File: config.mk
export PLATFORM = sky130hd
export DESIGN_NAME = pwae_engine
export DESIGN_NICKNAME = d
export VERILOG_FILES = /design/src/pwae_pkg.sv /design/src/pwae_phase_timer.sv /design/src/pwae_stepper.sv /design/src/pwae_engine.sv
export SDC_FILE = /design/constraint.sdc
export NUM_CORES = 1
export LEC_CHECK = 0
export BUFFER_PORTS_ARGS = -buffer_cell sky130_fd_sc_hd__buf_4
export CAP_MARGIN = 30
export CORE_ASPECT_RATIO = 1.1
export CORE_MARGIN = 5
export CORE_UTILIZATION = 54
export CTS_CLUSTER_DIAMETER = 80
export DETAILED_ROUTE_END_ITERATION = 12
export PLACE_DENSITY = 0.78
export REMOVE_ABC_BUFFERS = 1
export SYNTH_ARGS = -nofsm -noshare
export SYNTH_HDL_FRONTEND = slang
export SYNTH_SLANG_ARGS = --single-unit
File: constraint.sdc
create_clock -name core_clk_in -period 4 [get_ports core_clk_in]
set_clock_uncertainty 0.1 [all_clocks]
set_input_delay 0.4 -clock core_clk_in [delete_from_list [all_inputs] [get_ports core_clk_in]]
set_output_delay 0.4 -clock core_clk_in [all_outputs]
set_load 0.1 [all_outputs]
File: src/pwae_pkg.sv
// Constants, register map and carrier types of the pulse width approach
// engine. Assumes a 32-bit APB with byte addresses and one clock domain.
//
// Functional notes
// - Target above width: step width upward
// - Upward overshoot by full step, then snap
// - Target below width: step width downward
// - Downward overshoot by full step, then snap
// - Clamp result to 511 or 0
// - Code 10B: three triggers; 011B: four units
// - Count and step adjust every adjust_interval+1 triggers
// - Readable phase indicator: 01 first, 10 second
// - Reached flags set on equality in interval
// - Software clears flags; restart clears the two reached flags, not done
// - First interval holds width; approach starts after
package pwae_pkg;

  // ---------------------------------------------------------------
  // Register map
  // ---------------------------------------------------------------
  localparam logic [7:0] ADDR_CTRL = 8'h00;
  localparam logic [7:0] ADDR_WIDTH = 8'h04;
  localparam logic [7:0] ADDR_FIRST = 8'h08;
  localparam logic [7:0] ADDR_SECOND = 8'h0C;
  localparam logic [7:0] ADDR_STEPCFG = 8'h10;
  localparam logic [7:0] ADDR_TIMER = 8'h14;
  localparam logic [7:0] ADDR_STATUS = 8'h18;
  localparam logic [7:0] ADDR_MASK = 8'h1C;

  // ---------------------------------------------------------------
  // Field positions
  // ---------------------------------------------------------------
  localparam int CTRL_HW_BIT = 0;
  localparam int CTRL_EN_BIT = 1;
  localparam int CTRL_SEL2_BIT = 2;
  localparam int CTRL_RSS_BIT = 3;
  localparam int CTRL_RUN_BIT = 4;
  localparam int CTRL_PSC_LSB = 5;
  localparam int STAT_PHASE_LSB = 4;
  localparam int TMR_PSC_LSB = 24;

  // ---------------------------------------------------------------
  // Widths, limits and reset values
  // ---------------------------------------------------------------
  localparam int WW = 9;
  localparam int TW = 8;
  localparam int DIVW = 3;
  localparam logic [WW-1:0] WIDTH_MAX = 9'h1FF;
  localparam logic [WW-1:0] WIDTH_MIN = 9'h000;
  localparam logic [31:0] CTRL_RST = 32'h0000_0000;
  localparam logic [11:0] STEPCFG_RST = 12'h000;
  localparam logic [25:0] TIMER_RST = 26'h000_0000;
  localparam logic [2:0] MASK_RST = 3'h0;

  // Adjust codes: 00 and 11 leave the value alone
  localparam logic [1:0] ADJ_DEC = 2'b01;
  localparam logic [1:0] ADJ_INC = 2'b10;

  // Interrupt status bits
  localparam int EV_FIRST = 0;
  localparam int EV_SECOND = 1;
  localparam int EV_DONE = 2;

  // Phase codes double as the phase indicator value
  typedef enum logic [1:0] {
    PH_HOLD = 2'b00,
    PH_FIRST = 2'b01,
    PH_SECOND = 2'b10,
    PH_IDLE = 2'b11
  } pwae_phase_t;

  // Step settings as laid out in the step configuration register
  typedef struct packed {
    logic [1:0] step_adjust;
    logic [1:0] count_adjust;
    logic [2:0] adjust_interval;
    logic [2:0] step_size;
    logic [1:0] triggers_per_step;
  } pwae_step_cfg_t;

endpackage : pwae_pkg

File: src/pwae_phase_timer.sv
// Phase timer: prescaled up-counter that reports overflow.
// Assumes load and run come from the engine on the same clock.
`timescale 1ns/10ps
module pwae_phase_timer
  import pwae_pkg::*;
#(
  parameter int CW = pwae_pkg::TW
)
(
  input wire logic core_clk_in,
  input wire logic rst_in,
  input wire logic load_in,
  input wire logic run_in,
  input wire logic [CW-1:0] load_val_in,
  input wire logic [1:0] psc_in,
  output logic ovf_out
);
  logic [CW-1:0] cnt_r;
  logic [DIVW-1:0] div_r;
  logic [DIVW-1:0] div_mask;
  logic tick;

  // ---------------------------------------------------------------
  // Prescaler: divide by 1, 2, 4 or 8 as a one-cycle enable
  // ---------------------------------------------------------------
  assign div_mask = DIVW'((1 << psc_in) - 1);
  assign tick = run_in && ((div_r & div_mask) == div_mask);
  assign ovf_out = tick && (cnt_r == {CW{1'b1}});

  // Load restarts the divider so each interval has full length
  always_ff @(posedge core_clk_in or posedge rst_in)
  begin
    if (rst_in)
    begin
      cnt_r <= '0;
      div_r <= '0;
    end
    else if (load_in)
    begin
      cnt_r <= load_val_in;
      div_r <= '0;
    end
    else if (run_in)
    begin
      div_r <= div_r + 1'b1;
      if (tick)
        cnt_r <= cnt_r + 1'b1;
    end
  end

endmodule : pwae_phase_timer

File: src/pwae_stepper.sv
// Width stepper: next width for one move toward a target.
// Assumes the caller only moves when width and target differ.
`timescale 1ns/10ps
module pwae_stepper
  import pwae_pkg::*;
(
  input wire logic [WW-1:0] width_in,
  input wire logic [WW-1:0] target_in,
  input wire logic [3:0] step_in,
  output logic [WW-1:0] next_out,
  output logic overshoot_out
);
  logic up;
  logic [WW:0] sum;
  logic [WW-1:0] up_val;
  logic [WW-1:0] dn_val;

  // ---------------------------------------------------------------
  // Full step each way, clamped at the ends of the 9-bit range
  // ---------------------------------------------------------------
  assign up = target_in > width_in;
  assign sum = {1'b0, width_in} + {6'h00, step_in};
  assign up_val = sum[WW] ? WIDTH_MAX : sum[WW-1:0];
  assign dn_val = (width_in < {5'h00, step_in}) ? WIDTH_MIN
                : width_in - {5'h00, step_in};
  assign next_out = up ? up_val : dn_val;
  // Passing the target is not avoided; the caller snaps back later
  assign overshoot_out = up ? (up_val > target_in)
                       : (dn_val < target_in);

endmodule : pwae_stepper

File: src/pwae_engine.sv
// Pulse width approach engine with APB register access.
// Assumes trigger and comparator inputs are synchronous to core_clk_in.
//
// The register offsets and the APB register port were decided locally.
`timescale 1ns/10ps
module pwae_engine
  import pwae_pkg::*;
(
  input wire logic core_clk_in,
  input wire logic rst_in,
  input wire logic psel,
  input wire logic penable,
  input wire logic pwrite,
  input wire logic [7:0] paddr,
  input wire logic [31:0] pwdata,
  output logic [31:0] prdata,
  output logic pready,
  output logic pslverr,
  input wire logic pulse_trigger_in,
  input wire logic restart_comparator_output_in,
  output logic [pwae_pkg::WW-1:0] active_width_out,
  output logic [1:0] phase_indicator_out,
  output logic phase_timer_run_out,
  output logic irq_out
);
  import pwae_pkg::*;

  // ---------------------------------------------------------------
  // Storage
  // ---------------------------------------------------------------
  logic hw_mode_r;
  logic approach_en_r;
  logic sw_sel2_r;
  logic rss_r;
  logic [WW-1:0] width_r;
  logic [WW-1:0] first_r;
  logic [WW-1:0] second_r;
  pwae_step_cfg_t cfg_r;
  logic [3*TW-1:0] reload_r;
  logic [1:0] psc_r;
  logic [2:0] stat_r;
  logic [2:0] stat_nxt;
  logic [2:0] mask_r;
  logic [31:0] prdata_r;
  logic slverr_r;
  logic cmp_q_r;
  pwae_phase_t ph_r;
  pwae_phase_t ph_nxt;
  logic [1:0] cnt_w_r;
  logic [2:0] step_w_r;
  logic [1:0] trig_cnt_r;
  logic [2:0] adj_cnt_r;
  logic snap_r;

  // ---------------------------------------------------------------
  // APB decode
  // ---------------------------------------------------------------
  logic wr_acc;
  logic rd_setup;
  logic mapped;
  logic wr_ctrl;
  logic wr_width;
  logic wr_targets;
  logic wr_stat;
  logic [31:0] rd_mux;

  assign wr_acc = psel && penable && pwrite;
  assign rd_setup = psel && !penable;
  assign mapped = (paddr[1:0] == 2'b00) && (paddr <= ADDR_MASK);
  assign wr_ctrl = wr_acc && (paddr == ADDR_CTRL);
  assign wr_stat = wr_acc && (paddr == ADDR_STATUS);
  assign wr_width = wr_acc && (paddr == ADDR_WIDTH);
  // Targets, step and timer settings are locked while a run is in progress
  assign wr_targets = wr_acc && (ph_r == PH_IDLE);
  assign pready = 1'b1;
  assign pslverr = slverr_r;
  assign prdata = prdata_r;

  // Read data multiplexer
  assign rd_mux =
      (paddr == ADDR_CTRL) ? {25'h000_0000, psc_r, phase_timer_run_out,
                              rss_r, sw_sel2_r, approach_en_r, hw_mode_r}
    : (paddr == ADDR_WIDTH) ? {23'h00_0000, width_r}
    : (paddr == ADDR_FIRST) ? {23'h00_0000, first_r}
    : (paddr == ADDR_SECOND) ? {23'h00_0000, second_r}
    : (paddr == ADDR_STEPCFG) ? {20'h0_0000, cfg_r}
    : (paddr == ADDR_TIMER) ? {6'h00, psc_r, reload_r}
    : (paddr == ADDR_STATUS) ? {26'h000_0000, ph_r, 1'b0, stat_r}
    : (paddr == ADDR_MASK) ? {29'h0000_0000, mask_r}
    : 32'h0000_0000;

  // Read data is captured in the setup cycle; zero-wait access phase
  always_ff @(posedge core_clk_in or posedge rst_in)
  begin
    if (rst_in)
    begin
      prdata_r <= 32'h0000_0000;
      slverr_r <= 1'b0;
    end
    else if (rd_setup)
    begin
      prdata_r <= pwrite ? 32'h0000_0000 : rd_mux;
      slverr_r <= !mapped;
    end
  end

  // ---------------------------------------------------------------
  // Restart sources
  // ---------------------------------------------------------------
  logic cmp_rise;
  logic sw_start;
  logic start;
  logic restart_any;

  assign cmp_rise = restart_comparator_output_in && !cmp_q_r;
  // Writing run as 1 while stopped is the software restart
  assign sw_start = wr_ctrl && pwdata[CTRL_RUN_BIT] && hw_mode_r
                  && pwdata[CTRL_HW_BIT] && !phase_timer_run_out;
  assign start = hw_mode_r && (rss_r ? sw_start : cmp_rise);
  assign restart_any = hw_mode_r && (cmp_rise || sw_start);

  always_ff @(posedge core_clk_in or posedge rst_in)
  begin
    if (rst_in)
      cmp_q_r <= 1'b0;
    else
      cmp_q_r <= restart_comparator_output_in;
  end

  // ---------------------------------------------------------------
  // Phase sequencing
  // ---------------------------------------------------------------
  logic ovf;
  logic tmr_load;
  logic [TW-1:0] tmr_val;

  pwae_phase_timer #(
    .CW(TW)
  ) u_timer (
    .core_clk_in(core_clk_in),
    .rst_in(rst_in),
    .load_in(tmr_load),
    .run_in(phase_timer_run_out),
    .load_val_in(tmr_val),
    .psc_in(psc_r),
    .ovf_out(ovf)
  );

  assign phase_timer_run_out = (ph_r != PH_IDLE);
  assign phase_indicator_out = ph_r;
  assign tmr_load = start || (ovf && ph_r != PH_SECOND);
  assign tmr_val = start ? reload_r[TW-1:0]
                 : (ph_r == PH_HOLD) ? reload_r[2*TW-1:TW]
                 : reload_r[3*TW-1:2*TW];

  // Overflow moves to the next interval; a restart begins anew
  always_comb
  begin
    ph_nxt = ph_r;
    if (!hw_mode_r)
      ph_nxt = PH_IDLE;
    else if (start)
      ph_nxt = PH_HOLD;
    else if (ovf)
    begin
      unique case (ph_r)
        PH_HOLD: ph_nxt = PH_FIRST;
        PH_FIRST: ph_nxt = PH_SECOND;
        PH_SECOND: ph_nxt = PH_IDLE;
        PH_IDLE: ph_nxt = PH_IDLE;
      endcase
    end
  end

  // ---------------------------------------------------------------
  // Approach control
  // ---------------------------------------------------------------
  logic approaching;
  logic [WW-1:0] target;
  logic at_target;
  logic trig;
  logic move;
  logic adjust;
  logic [WW-1:0] step_next;
  logic step_over;

  // In hardware mode hold interval and idle are not approaching, so width stays put
  assign approaching = hw_mode_r
                     ? (ph_r == PH_FIRST || ph_r == PH_SECOND)
                     : approach_en_r;
  assign target = (hw_mode_r ? (ph_r == PH_SECOND) : sw_sel2_r)
                ? second_r : first_r;
  assign at_target = (width_r == target);
  assign trig = pulse_trigger_in && approaching;
  // Move once per triggers_per_step+1 triggers; none at target.
  // At or past the count, so a lowered count need not wait for a wrap
  assign move = trig && !snap_r && !at_target
              && (trig_cnt_r >= cnt_w_r);
  assign adjust = trig && (adj_cnt_r == cfg_r.adjust_interval);

  pwae_stepper u_stepper (
    .width_in(width_r),
    .target_in(target),
    .step_in({1'b0, step_w_r} + 4'h1),
    .next_out(step_next),
    .overshoot_out(step_over)
  );

  // Saturating adjust of a 3-bit code
  function automatic logic [2:0] adj_code(input logic [2:0] v,
                                          input logic [1:0] how,
                                          input logic [2:0] top);
    adj_code = v;
    if (how == ADJ_INC && v != top)
      adj_code = v + 3'h1;
    else if (how == ADJ_DEC && v != 3'h0)
      adj_code = v - 3'h1;
  endfunction : adj_code

  // Working copies reload from the registers whenever not approaching and on each phase change
  always_ff @(posedge core_clk_in or posedge rst_in)
  begin
    if (rst_in)
    begin
      cnt_w_r <= 2'h0;
      step_w_r <= 3'h0;
      trig_cnt_r <= 2'h0;
      adj_cnt_r <= 3'h0;
      snap_r <= 1'b0;
    end
    else if (!approaching || ph_nxt != ph_r)
    begin
      cnt_w_r <= cfg_r.triggers_per_step;
      step_w_r <= cfg_r.step_size;
      trig_cnt_r <= 2'h0;
      adj_cnt_r <= 3'h0;
      snap_r <= 1'b0;
    end
    else if (trig)
    begin
      trig_cnt_r <= (move || snap_r) ? 2'h0 : trig_cnt_r + 2'h1;
      snap_r <= move && step_over;
      adj_cnt_r <= adjust ? 3'h0 : adj_cnt_r + 3'h1;
      if (adjust)
      begin
        cnt_w_r <= 2'(adj_code({1'b0, cnt_w_r}, cfg_r.count_adjust,
                               3'h3));
        step_w_r <= adj_code(step_w_r, cfg_r.step_adjust, 3'h7);
      end
    end
  end

  // ---------------------------------------------------------------
  // Width and settings registers
  // ---------------------------------------------------------------
  assign active_width_out = width_r;

  always_ff @(posedge core_clk_in or posedge rst_in)
  begin
    if (rst_in)
      width_r <= WIDTH_MIN;
    else if (trig && snap_r)
      width_r <= target;
    else if (move)
      width_r <= step_next;
    else if (wr_width && !approaching && ph_r == PH_IDLE)
      width_r <= pwdata[WW-1:0];
  end

  always_ff @(posedge core_clk_in or posedge rst_in)
  begin
    if (rst_in)
    begin
      first_r <= WIDTH_MIN;
      second_r <= WIDTH_MIN;
      cfg_r <= STEPCFG_RST;
      reload_r <= TIMER_RST[3*TW-1:0];
      psc_r <= TIMER_RST[TMR_PSC_LSB +: 2];
      mask_r <= MASK_RST;
    end
    else
    begin
      if (wr_targets && paddr == ADDR_FIRST)
        first_r <= pwdata[WW-1:0];
      if (wr_targets && paddr == ADDR_SECOND)
        second_r <= pwdata[WW-1:0];
      if (wr_targets && paddr == ADDR_STEPCFG)
        cfg_r <= pwdata[11:0];
      if (wr_targets && paddr == ADDR_TIMER)
      begin
        reload_r <= pwdata[3*TW-1:0];
        psc_r <= pwdata[TMR_PSC_LSB +: 2];
      end
      if (wr_acc && paddr == ADDR_MASK)
        mask_r <= pwdata[2:0];
    end
  end

  // Control bits and phase state
  always_ff @(posedge core_clk_in or posedge rst_in)
  begin
    if (rst_in)
    begin
      hw_mode_r <= CTRL_RST[CTRL_HW_BIT];
      approach_en_r <= CTRL_RST[CTRL_EN_BIT];
      sw_sel2_r <= CTRL_RST[CTRL_SEL2_BIT];
      rss_r <= CTRL_RST[CTRL_RSS_BIT];
      ph_r <= PH_IDLE;
    end
    else
    begin
      ph_r <= ph_nxt;
      if (wr_ctrl)
      begin
        hw_mode_r <= pwdata[CTRL_HW_BIT];
        approach_en_r <= pwdata[CTRL_EN_BIT];
        sw_sel2_r <= pwdata[CTRL_SEL2_BIT];
        rss_r <= pwdata[CTRL_RSS_BIT];
      end
    end
  end

  // ---------------------------------------------------------------
  // Reached flags and interrupt
  // ---------------------------------------------------------------
  logic [2:0] ev_set;
  logic [2:0] hw_clr;

  assign ev_set[EV_FIRST] = (ph_r == PH_FIRST) && at_target;
  assign ev_set[EV_SECOND] = (ph_r == PH_SECOND) && at_target;
  assign ev_set[EV_DONE] = ovf && (ph_r == PH_SECOND);
  assign hw_clr = restart_any ? 3'b011 : 3'b000;
  // Software can only clear; a same-cycle event still sets
  assign stat_nxt = (stat_r & ~hw_clr
                  & ~(wr_stat ? pwdata[2:0] : 3'b000)) | ev_set;
  assign irq_out = |(stat_r & mask_r);

  always_ff @(posedge core_clk_in or posedge rst_in)
  begin
    if (rst_in)
      stat_r <= 3'b000;
    else
      stat_r <= stat_nxt;
  end

endmodule : pwae_engine

# Word-level counts from Yosys, hierarchy flattened
# Cells that the tools add are included.
# W data, S select, Z words.
# classes
add_sub_neg,12
reduce_logical,68
shifts,1
n_mux,51
bitwise,7
n_lt_le_gt_ge,6
div_mod_pow,0
n_mul,0
n_eq_ne,23
# op_table
op,count
$mux W26,7
$mux W9,7
$mux W8,5
$logic_and A1 B1 Y1,39
$mux W3,12
$eq A8 B5 Y1 const B,4
$mux W2,12
$gt A9 B9 Y1,2
$eq A8 B4 Y1 const B,2
$and A3 B3 Y3,4
$reduce_bool A3 Y1,4
$add A9 B4 Y10,1
$reduce_bool A2 Y1,5
$add A3 B1 Y3 const B,3
$eq A9 B9 Y1,1
$lt A9 B4 Y1,1
$lt A9 B9 Y1,1
$sub A9 B4 Y9,1
$add A8 B1 Y8 const B,1
$eq A2 B2 Y1 const B,4
$eq A8 B3 Y1 const B,1
$eq A8 B8 Y1 const B,1
$le A8 B5 Y1 const B,1
$logic_not A8 Y1,1
25 further kinds,48
# word_totals
ram_bits,0
output_inout_bits,47
word_cells,195
latch_bits,0
romBits,0
inputBits,47
regBits,133
mem_count,0

# Logic depth before layout (Yosys ltp)
# Gate-level depths: netlist of run 1.
# depth
ltp_word,15
mapped_depth,15

# Hierarchy
# From an unflattened synthesis of run 1, not the netlist that was laid out.
# unflattened
cells_unflattened,869
area_unflattened_um2,8461.9
# modules_own_cells
module,seq_area_each_um2,area_each_um2,instances,cells_each
pwae_engine,2905.3,6377.4,1,615
pwae_stepper,0.0,1433.9,1,184
pwae_phase_timer,275.3,650.6,1,70

# Worst setup path before layout of run 1
# No wires, ideal clock.
# synth_path
kind,register -> register
start,"register ph_r[0], in the netlist phase_indicator_out[0]"
end,"register width_r[2], in the netlist active_width_out[2]"
arrival_time_ps,3842
stages_incl_launch_ff,13
n_path_buf,0
t_required_ps,3782
path_slack_ps,-60
synth_period_minus_slack_ps,4060
setup_time_ps,118
path_cell_list,dfstp_2 > inv_1 > ha_1 > mux2i_4 > mux2i_1 > inv_1 > ha_1 > nand4_1 > nor3_2 > a21oi_1 > o21ai_1 > mux2_2 > a21o_1
# synth_via
elab_chain_len,9
elab_cells_between_ends,22
# synth_rtl
element,line_no,text
"start, declared",pwae_engine.sv:47,pwae_phase_t ph_r;
"start signal, assigned",pwae_engine.sv:312,ph_r <= ph_nxt;
"parallel branches: the longest is 9 deep, another holds $gt A9 B9 Y1",-,
"end signal, assigned",pwae_engine.sv:263,width_r <= target;
"end signal, assigned",pwae_engine.sv:265,width_r <= step_next;
"end signal, assigned",pwae_engine.sv:267,width_r <= pwdata[WW-1:0];
"end, declared",pwae_engine.sv:35,logic [WW-1:0] width_r;
# Several ways; the timed one is not identified.
# A chain may end at the register's enable or synchronous reset.

# Worst setup path after layout of run 1
# layout_path
start,register step_w_r[0]
end,register snap_r
# layout_via
elab_chain_len,8
elab_cells_between_ends,12
# layout_rtl
element,line_no,text
"start, declared",pwae_engine.sv:50,logic [2:0] step_w_r;
"start signal, assigned",pwae_engine.sv:234,step_w_r <= cfg_r.step_size;
"start signal, assigned",pwae_engine.sv:248,"step_w_r <= adj_code(step_w_r, cfg_r.step_adjust, 3'h7);"
$add A3 B1 Y4 (*),pwae_engine.sv:204,".step_in({1'b0, step_w_r} + 4'h1),"
"$sub A9 B4 Y9, or another cell as far along",pwae_stepper.sv:25,": width_in - {5'h00, step_in};"
"$mux W9, on equally long branches","pwae_stepper.sv:24, pwae_stepper.sv:23",
$lt A9 B9 Y1 / $gt A9 B9 Y1 (equally long branches),"pwae_stepper.sv:29, pwae_stepper.sv:28",
$mux W1 (*),pwae_stepper.sv:28,assign overshoot_out = up ? (up_val > target_in)
$logic_and A1 B1 Y1 (*),pwae_engine.sv:242,snap_r <= move && step_over;
$mux W1 (*),pwae_engine.sv:239,else if (trig)
$mux W1 (*),pwae_engine.sv:231,else if (!approaching || ph_nxt != ph_r)
"end signal, assigned",pwae_engine.sv:242,
"end, declared",pwae_engine.sv:53,logic snap_r;
# Every way passes the cells marked *; elsewhere a longest branch is shown, timed or not. The select of a mux whose other input is x is not followed.

==> results of run 1 <==
[what timing repair did]
action	4_1_cts	5_1_grt
endpoints found under the setup margin	0	2
endpoints found under the hold margin	1	0
hold buffers	1	0
resized for setup	0	1
[power by group]
| group | switching, mW | total (mW) | leakage, nW | internal, mW |
|---|---|---|---|---|
| Sequential | 0.171 | 1.53 | 1.71 | 1.36 |
| Combinational | 1.16 | 1.79 | 2.69 | 0.634 |
| Clock | 0.643 | 1.45 | 0.271 | 0.810 |
[registers in the layout (all words and copies together) (netlist names), 8 cells and up]
signal and cells:
active_width_out 9, cfg_r 12, prdata 26, u_timer.cnt_r 8, second_r 9, reload_r 24, first_r 9
[synth_stat cells, types with 12 or more instances]
cell type,count
nor2_1,37
inv_1,42
mux2_2,69
xnor2_1,12
a21oi_1,37
o21ai_0,31
ha_1,46
nand2_1,60
dfrtp_1,125
clkbuf_1,18
nand3_1,17
a22o_1,17
mux2i_1,37
nand4_1,13
[cells in the final DEF, fill, tap and decap left out, types with 8 or more instances in the layout]
| cell type | instances |
|---|---|
| nand2b_1 | 8 |
| a22o_1 | 17 |
| ha_1 | 46 |
| mux2_2 | 69 |
| o21ai_0 | 31 |
| dfrtp_1 | 125 |
| buf_4 | 104 |
| nand4_1 | 13 |
| and2_1 | 8 |
| nor2b_1 | 8 |
| nor2_1 | 37 |
| a21oi_1 | 37 |
| mux2i_1 | 37 |
| nor3_1 | 11 |
| xnor2_1 | 12 |
| a21o_1 | 11 |
| inv_1 | 41 |
| nand3_1 | 17 |
| clkbuf_16 | 17 |
| and3_1 | 9 |
| nand2_1 | 60 |
| a22oi_1 | 9 |
[logic make-up after synthesis]
family	count (synthesis)
fa+ha+maj	49
buf+inv	84
compound gates	192
simple gates	205
mux	111
other cells	2
flops	127
xor+xnor	18
[final cells by class]
class | count | area share
timing repair buffer | 105 | 0.0838
clock buffer | 17 | 0.0451
inverter | 42 | 0.0170
tap | 192 | 0.0254
multi-input combinational | 582 | 0.479
sequential | 127 | 0.337
clock inverter | 15 | 0.0133
[per-layer routing]
metal  part of all wire  routed length, um  track usage  vias to the layer above
li1                   -                  -            -                     3079
met1               0.42               9250        0.328                     3313
met2               0.50              10900        0.431                      254
met3              0.052               1150       0.0420                       50
met4              0.032                707       0.0932                        0
met5                  0                  0            0                        -
[path summary, 6_finish.rpt]
path	start	endpoint	slack, ps	depth (start not counted)
max in group asynchronous	rst_in	phase_indicator_out[0]	2870	3
min reg2reg	prdata[0]	prdata[0]	390	2
min in group core_clk_in	pwdata[23]	reload_r[23]	100	2
max reg2reg	step_w_r[0]	snap_r	200	14
max	step_w_r[0]	snap_r	200	14
min	rst_in	prdata[24]	40	2
[worst max-delay path, cell delays in order, from the launching register on]
cell and delay (ps):
dfrtp_1 420, ha_1 220, ha_1 320, ha_1 410
nor2b_1 190, a221o_1 390, nand2_1 250, nand2b_1 140
ha_1 330, nand2b_1 60, a21oi_1 120, o21ai_0 90
a211oi_1 360, o2111ai_1 170, a31oi_1 140
==> run_results.csv, run 1 <==
group,metric,value,unit
cts,numCtsBuffers,17,
drt,wl,22.0,mm
timing,timing.final.crit_period,3800,ps
drt,drc,0,
synthesis,yosys.area.top_type_share,0.389,
timing,setup_viol,0,
synthesis,yosysWarnings,0,
synthesis,synth_top_family_by_area,"compound AO/OA/AOI/OAI gates",
timing,report.final.slew_viol_count,0,
synthesis,synth_flop_cell,"dfrtp_1",
drt,dr.pass1.iters,5,
setup_path,worstSetupPathType,"reg2reg",
drt,via_per_inst,6.20,
cells_and_area,stdcell_count,1080,
floorplan,die_y,138,um
cts,cts_buffer_depth,2,
timing,fmax,263,MHz
synthesis,synth_cell_types,83,
placed_design,dp_cells,1047,
drt,first_iter_violations,641,
synthesis,synthSimpleGateAreaFrac,0.136,
floorplan,core,0.0145,mm^2
cts,cts_tree,"built",
setup_path,worstPathArrival,4050,ps
flow_run,drv_cap,0,
power,powerDensity,506,mW/mm^2
cells_and_area,n_antenna_cell,0,
drt,wl_per_cell,20.4,um
power,p_leak,4.67,nW
timing,timing.hold.ws,40.3,ps
global_routing,antenna_found_initial,0,
cts,clk_latency,430,ps
synthesis,syn_area,0.00805,mm^2
setup_path,crit_fanout,9,
floorplan,chipWidth,126,um
global_routing,grt_pass1_wl,35.5,mm
cts,post_cts_buffers,0,
timing,finalHoldViolations,0,
synthesis,synth_area_per_cell,10.2,um^2
min_path,hp-class,"in2async",
cells_and_area,regArea,0.00318,mm^2
floorplan,dieArea,0.0175,mm^2
drt,num_vias,6696,
placed_design,place_area,0.00888,mm^2
placed_design,port_buffers,80,
cells_and_area,drive_above_1_share,0.261,
setup_path,crit_path_end_kind,"flip-flop",
synthesis,yosys.area_share.adder,0.0789,
setup_path,startpoint_type,"flip-flop",
timing,slew_headroom,0.371,
drt,postRouteAntennaNets,0,
timing,finalWorstSetupSlack,196,ps
cts,cts_sinks,127,
synthesis,synthXorXnorAreaFrac,0.0196,
setup_path,crit_required,4240,ps
floorplan,ios,94,
cts,root_buffer,"clkbuf_16",
cells_and_area,final_util,0.651,
synthesis,synth_compound_area_frac,0.170,
cells_and_area,final_cell_area,0.00944,mm^2
synthesis,synth_edf_count,0,
power,peakVddDrop,0.292,mV
floorplan,start_util,0.555,
timing,min_period_over_period,0.951,
synthesis,synth_top_area_cell,"dfrtp_1",
placed_design,place_congestion,0.925,
cells_and_area,fill_cells,1187,
synthesis,synth_mux_area_frac,0.153,
floorplan,rows,46,
placed_design,post-dp-hpwl,16.5,mm
synthesis,ys_ff_latch,127,
status,status,"completed",
timing,tightest_slew,940,ps
cells_and_area,nNetsFinal,971,
placed_design,post-place-ws,190,ps
synthesis,synth_sequential_area_ratio,0.395,
global_routing,grt_max_degree,65,
cts,clk_pin_slew_worst_paths,60,ps
power,total_power,4.77,mW
timing,rsz0062_at_grt,"false",
timing,tns,0,ps
cells_and_area,multi_input_area,0.00452,mm^2
global_routing,grt_pass1_vias,6683,
synthesis,synth_top_cells_by_area,"dfrtp_1, mux2_2, ha_1",
global_routing,grt.overflow.total,0,
synthesis,async_flop_share,1.00,
cells_and_area,area_growth,17.3,%
cts,htree_levels,4,
synthesis,netlist_instances,788,
global_routing,grt_usage,0.254,
Power figures use the tool's default switching activity.
==> inputs of run 2 (changes only) <==
--- a/config.mk
+++ b/config.mk
@@ -12,6 +12,7 @@
 export CORE_UTILIZATION = 54
 export CTS_CLUSTER_DIAMETER = 80
 export DETAILED_ROUTE_END_ITERATION = 12
+export MAX_ROUTING_LAYER = met4
 export PLACE_DENSITY = 0.78
 export REMOVE_ABC_BUFFERS = 1
 export SYNTH_ARGS = -nofsm -noshare
==> run 2 against run 1 <==
Net effect: maximum frequency shrank 0.15%; critical path type unchanged; count of clock-buffer cells in the layout is the same; first-iteration DRC count shrank 7.0%; largest cell class unchanged; wire length shrank 0.38%; design area is the same; clock power is essentially flat; total power shrank 0.13%; global-route usage grew 0.75 points; via count shrank 0.42%; sequential share of layout area is the same.
==> run_results.csv, run 2 (synthesized netlist as in run 1, its figures left out) <==
group,metric,value,unit
global_routing,grt_max_degree,65,
floorplan,dieArea,0.0175,mm^2
cts,numCtsBuffers,17,
power,switching_share,0.412,
placed_design,post-dp-hpwl,16.5,mm
cts,post_cts_buffers,0,
drt,wl,22.0,mm
drt,dr.pass1.iters,5,
drt,dr_wl_met3,1.20,mm
setup_path,startpoint_type,"flip-flop",
global_routing,grt.overflow.total,0,
cts,htree_levels,4,
cells_and_area,final_util,0.651,
power,combPwrFrac,0.375,
power,peakVddDrop,0.292,mV
setup_path,r2r-start,"step_w_r[0]",
drt,top_layer,"met4",
placed_design,port_buffers,80,
timing,finalHoldViolations,0,
timing,timing.final.crit_period,3810,ps
cells_and_area,largest_reg_flops,26,
drt,wl_met2,11.0,mm
drt,drt-met1-wl,9.14,mm
setup_path,crit_fanout,9,
cells_and_area,layout_common_cells,"dfrtp_1, buf_4, mux2_2",
power,switchingPower,1.96,mW
global_routing,antenna_found_initial,0,
floorplan,core,0.0145,mm^2
min_path,hp-class,"in2async",
timing,fmax,263,MHz
drt,wl_per_cell,20.3,um
cells_and_area,nNetsFinal,971,
timing,report.final.slew_viol_count,0,
setup_path,worstPathArrival,4050,ps
global_routing,grt_usage,0.262,
drt,postRouteAntennaNets,0,
drt,num_vias,6668,
cells_and_area,n_antenna_cell,0,
cells_and_area,fill_cells,1187,
cts,cts_sinks,127,
status,status,"completed",
power,p_leak,4.67,nW
floorplan,start_util,0.555,
drt,first_iter_violations,596,
setup_path,crit_required,4240,ps
drt,drc,0,
floorplan,die_y,138,um
timing,rsz0062_at_grt,"false",
timing,timing.hold.ws,41.1,ps
timing,setup_viol,0,
power,intPower,2.81,mW
timing,min_period_over_period,0.952,
timing,slew_headroom,0.365,
drt,via_per_inst,6.17,
cts,clk_pin_slew_worst_paths,60,ps
floorplan,rows,46,
cells_and_area,area_growth,17.3,%
floorplan,chipWidth,126,um
power,powerDensity,505,mW/mm^2
setup_path,ff2ff_path_depth,14,
cts,root_buffer,"clkbuf_16",
flow_run,drv_cap,0,
setup_path,worstSetupPathType,"reg2reg",
cts,cts_buffer_depth,2,
global_routing,grt_pass1_wl,35.5,mm
power,seq_power_share,0.321,
cells_and_area,drive_above_1_share,0.261,
global_routing,grt_pass1_vias,6695,
timing,tightest_slew,948,ps
placed_design,place_congestion,0.941,
setup_path,startpoint,"step_w_r[0]",
cts,clk_latency,430,ps
cells_and_area,layout_commonest_cell,"dfrtp_1",
floorplan,ios,94,
power,p_clk_frac,0.304,
cts,cts_tree,"built",
setup_path,crit_path_end_kind,"flip-flop",
[run 2: cell counts in the layout (fill, tap and decap cells not counted)]
No cell type changed its count.
[run 2: power by group through the flow]
stage	Sequential [mW]	Clock (mW)	Combinational [mW]
after floorplan	1.84	0	0.979
after CTS	1.52	1.46	1.78
after global placement	1.54	0	1.74
after detailed placement	1.55	0	1.76
final	1.53	1.45	1.79
after global routing	1.54	1.54	1.95
[run 2: timing repair]
item	in CTS	in global routing
setup endpoints to repair	0	2
endpoints found under the hold margin	1	0
resized for setup	0	1
hold buffers	1	0
[run 2: layout make-up]
cell class | instances | area [um^2] | share of cell area
Inverter | 42 | 160 | 0.0170
Sequential cell | 127 | 3180 | 0.337
Multi-Input combinational cell | 582 | 4520 | 0.479
Clock inverter | 15 | 125 | 0.0133
Tap cell | 192 | 240 | 0.0254
Clock buffer | 17 | 425 | 0.0451
Timing Repair Buffer | 105 | 791 | 0.0838
[run 2: path summary, 6_finish.rpt]
kind	endpoint	slack, ps
min in group core_clk_in	reload_r[23]	100
min reg2reg	prdata[2]	390
max	snap_r	190
max reg2reg	snap_r	190
max in group asynchronous	phase_indicator_out[0]	2860
min	cfg_r[9]	40
[run 2: worst max-delay path, cell delays in order (launching register included)]
cell and delay [ps]:
dfrtp_1 420, ha_1 220, ha_1 320, ha_1 410, nor2b_1 190, a221o_1 390
nand2_1 250, nand2b_1 140, ha_1 330, nand2b_1 60, a21oi_1 130, o21ai_0 100
a211oi_1 370, o2111ai_1 170, a31oi_1 150
[run 2: metal layers]
| metal | vias to the layer above | track usage |
|---|---|---|
| li1 | 3080 | - |
| met1 | 3274 | 0.330 |
| met2 | 264 | 0.431 |
| met3 | 50 | 0.0389 |
| met4 | 0 | 0.0932 |
| met5 | - | - |
[run 2: through the flow]
step           cell area, um^2  setup WS (ps)  TNS, ps  std cells  power [mW]
3_3_place_gp              8880            230        0       1047        3.28
4_1_cts                   9440            167        0       1080        4.77
2_1_floorplan             7850          -60.3    -60.3        751        2.82
5_1_grt                   9440           7.86        0       1080        5.02
3_5_place_dp              8880            190        0       1047        3.31
6_report                  9440            191        0       1080        4.77
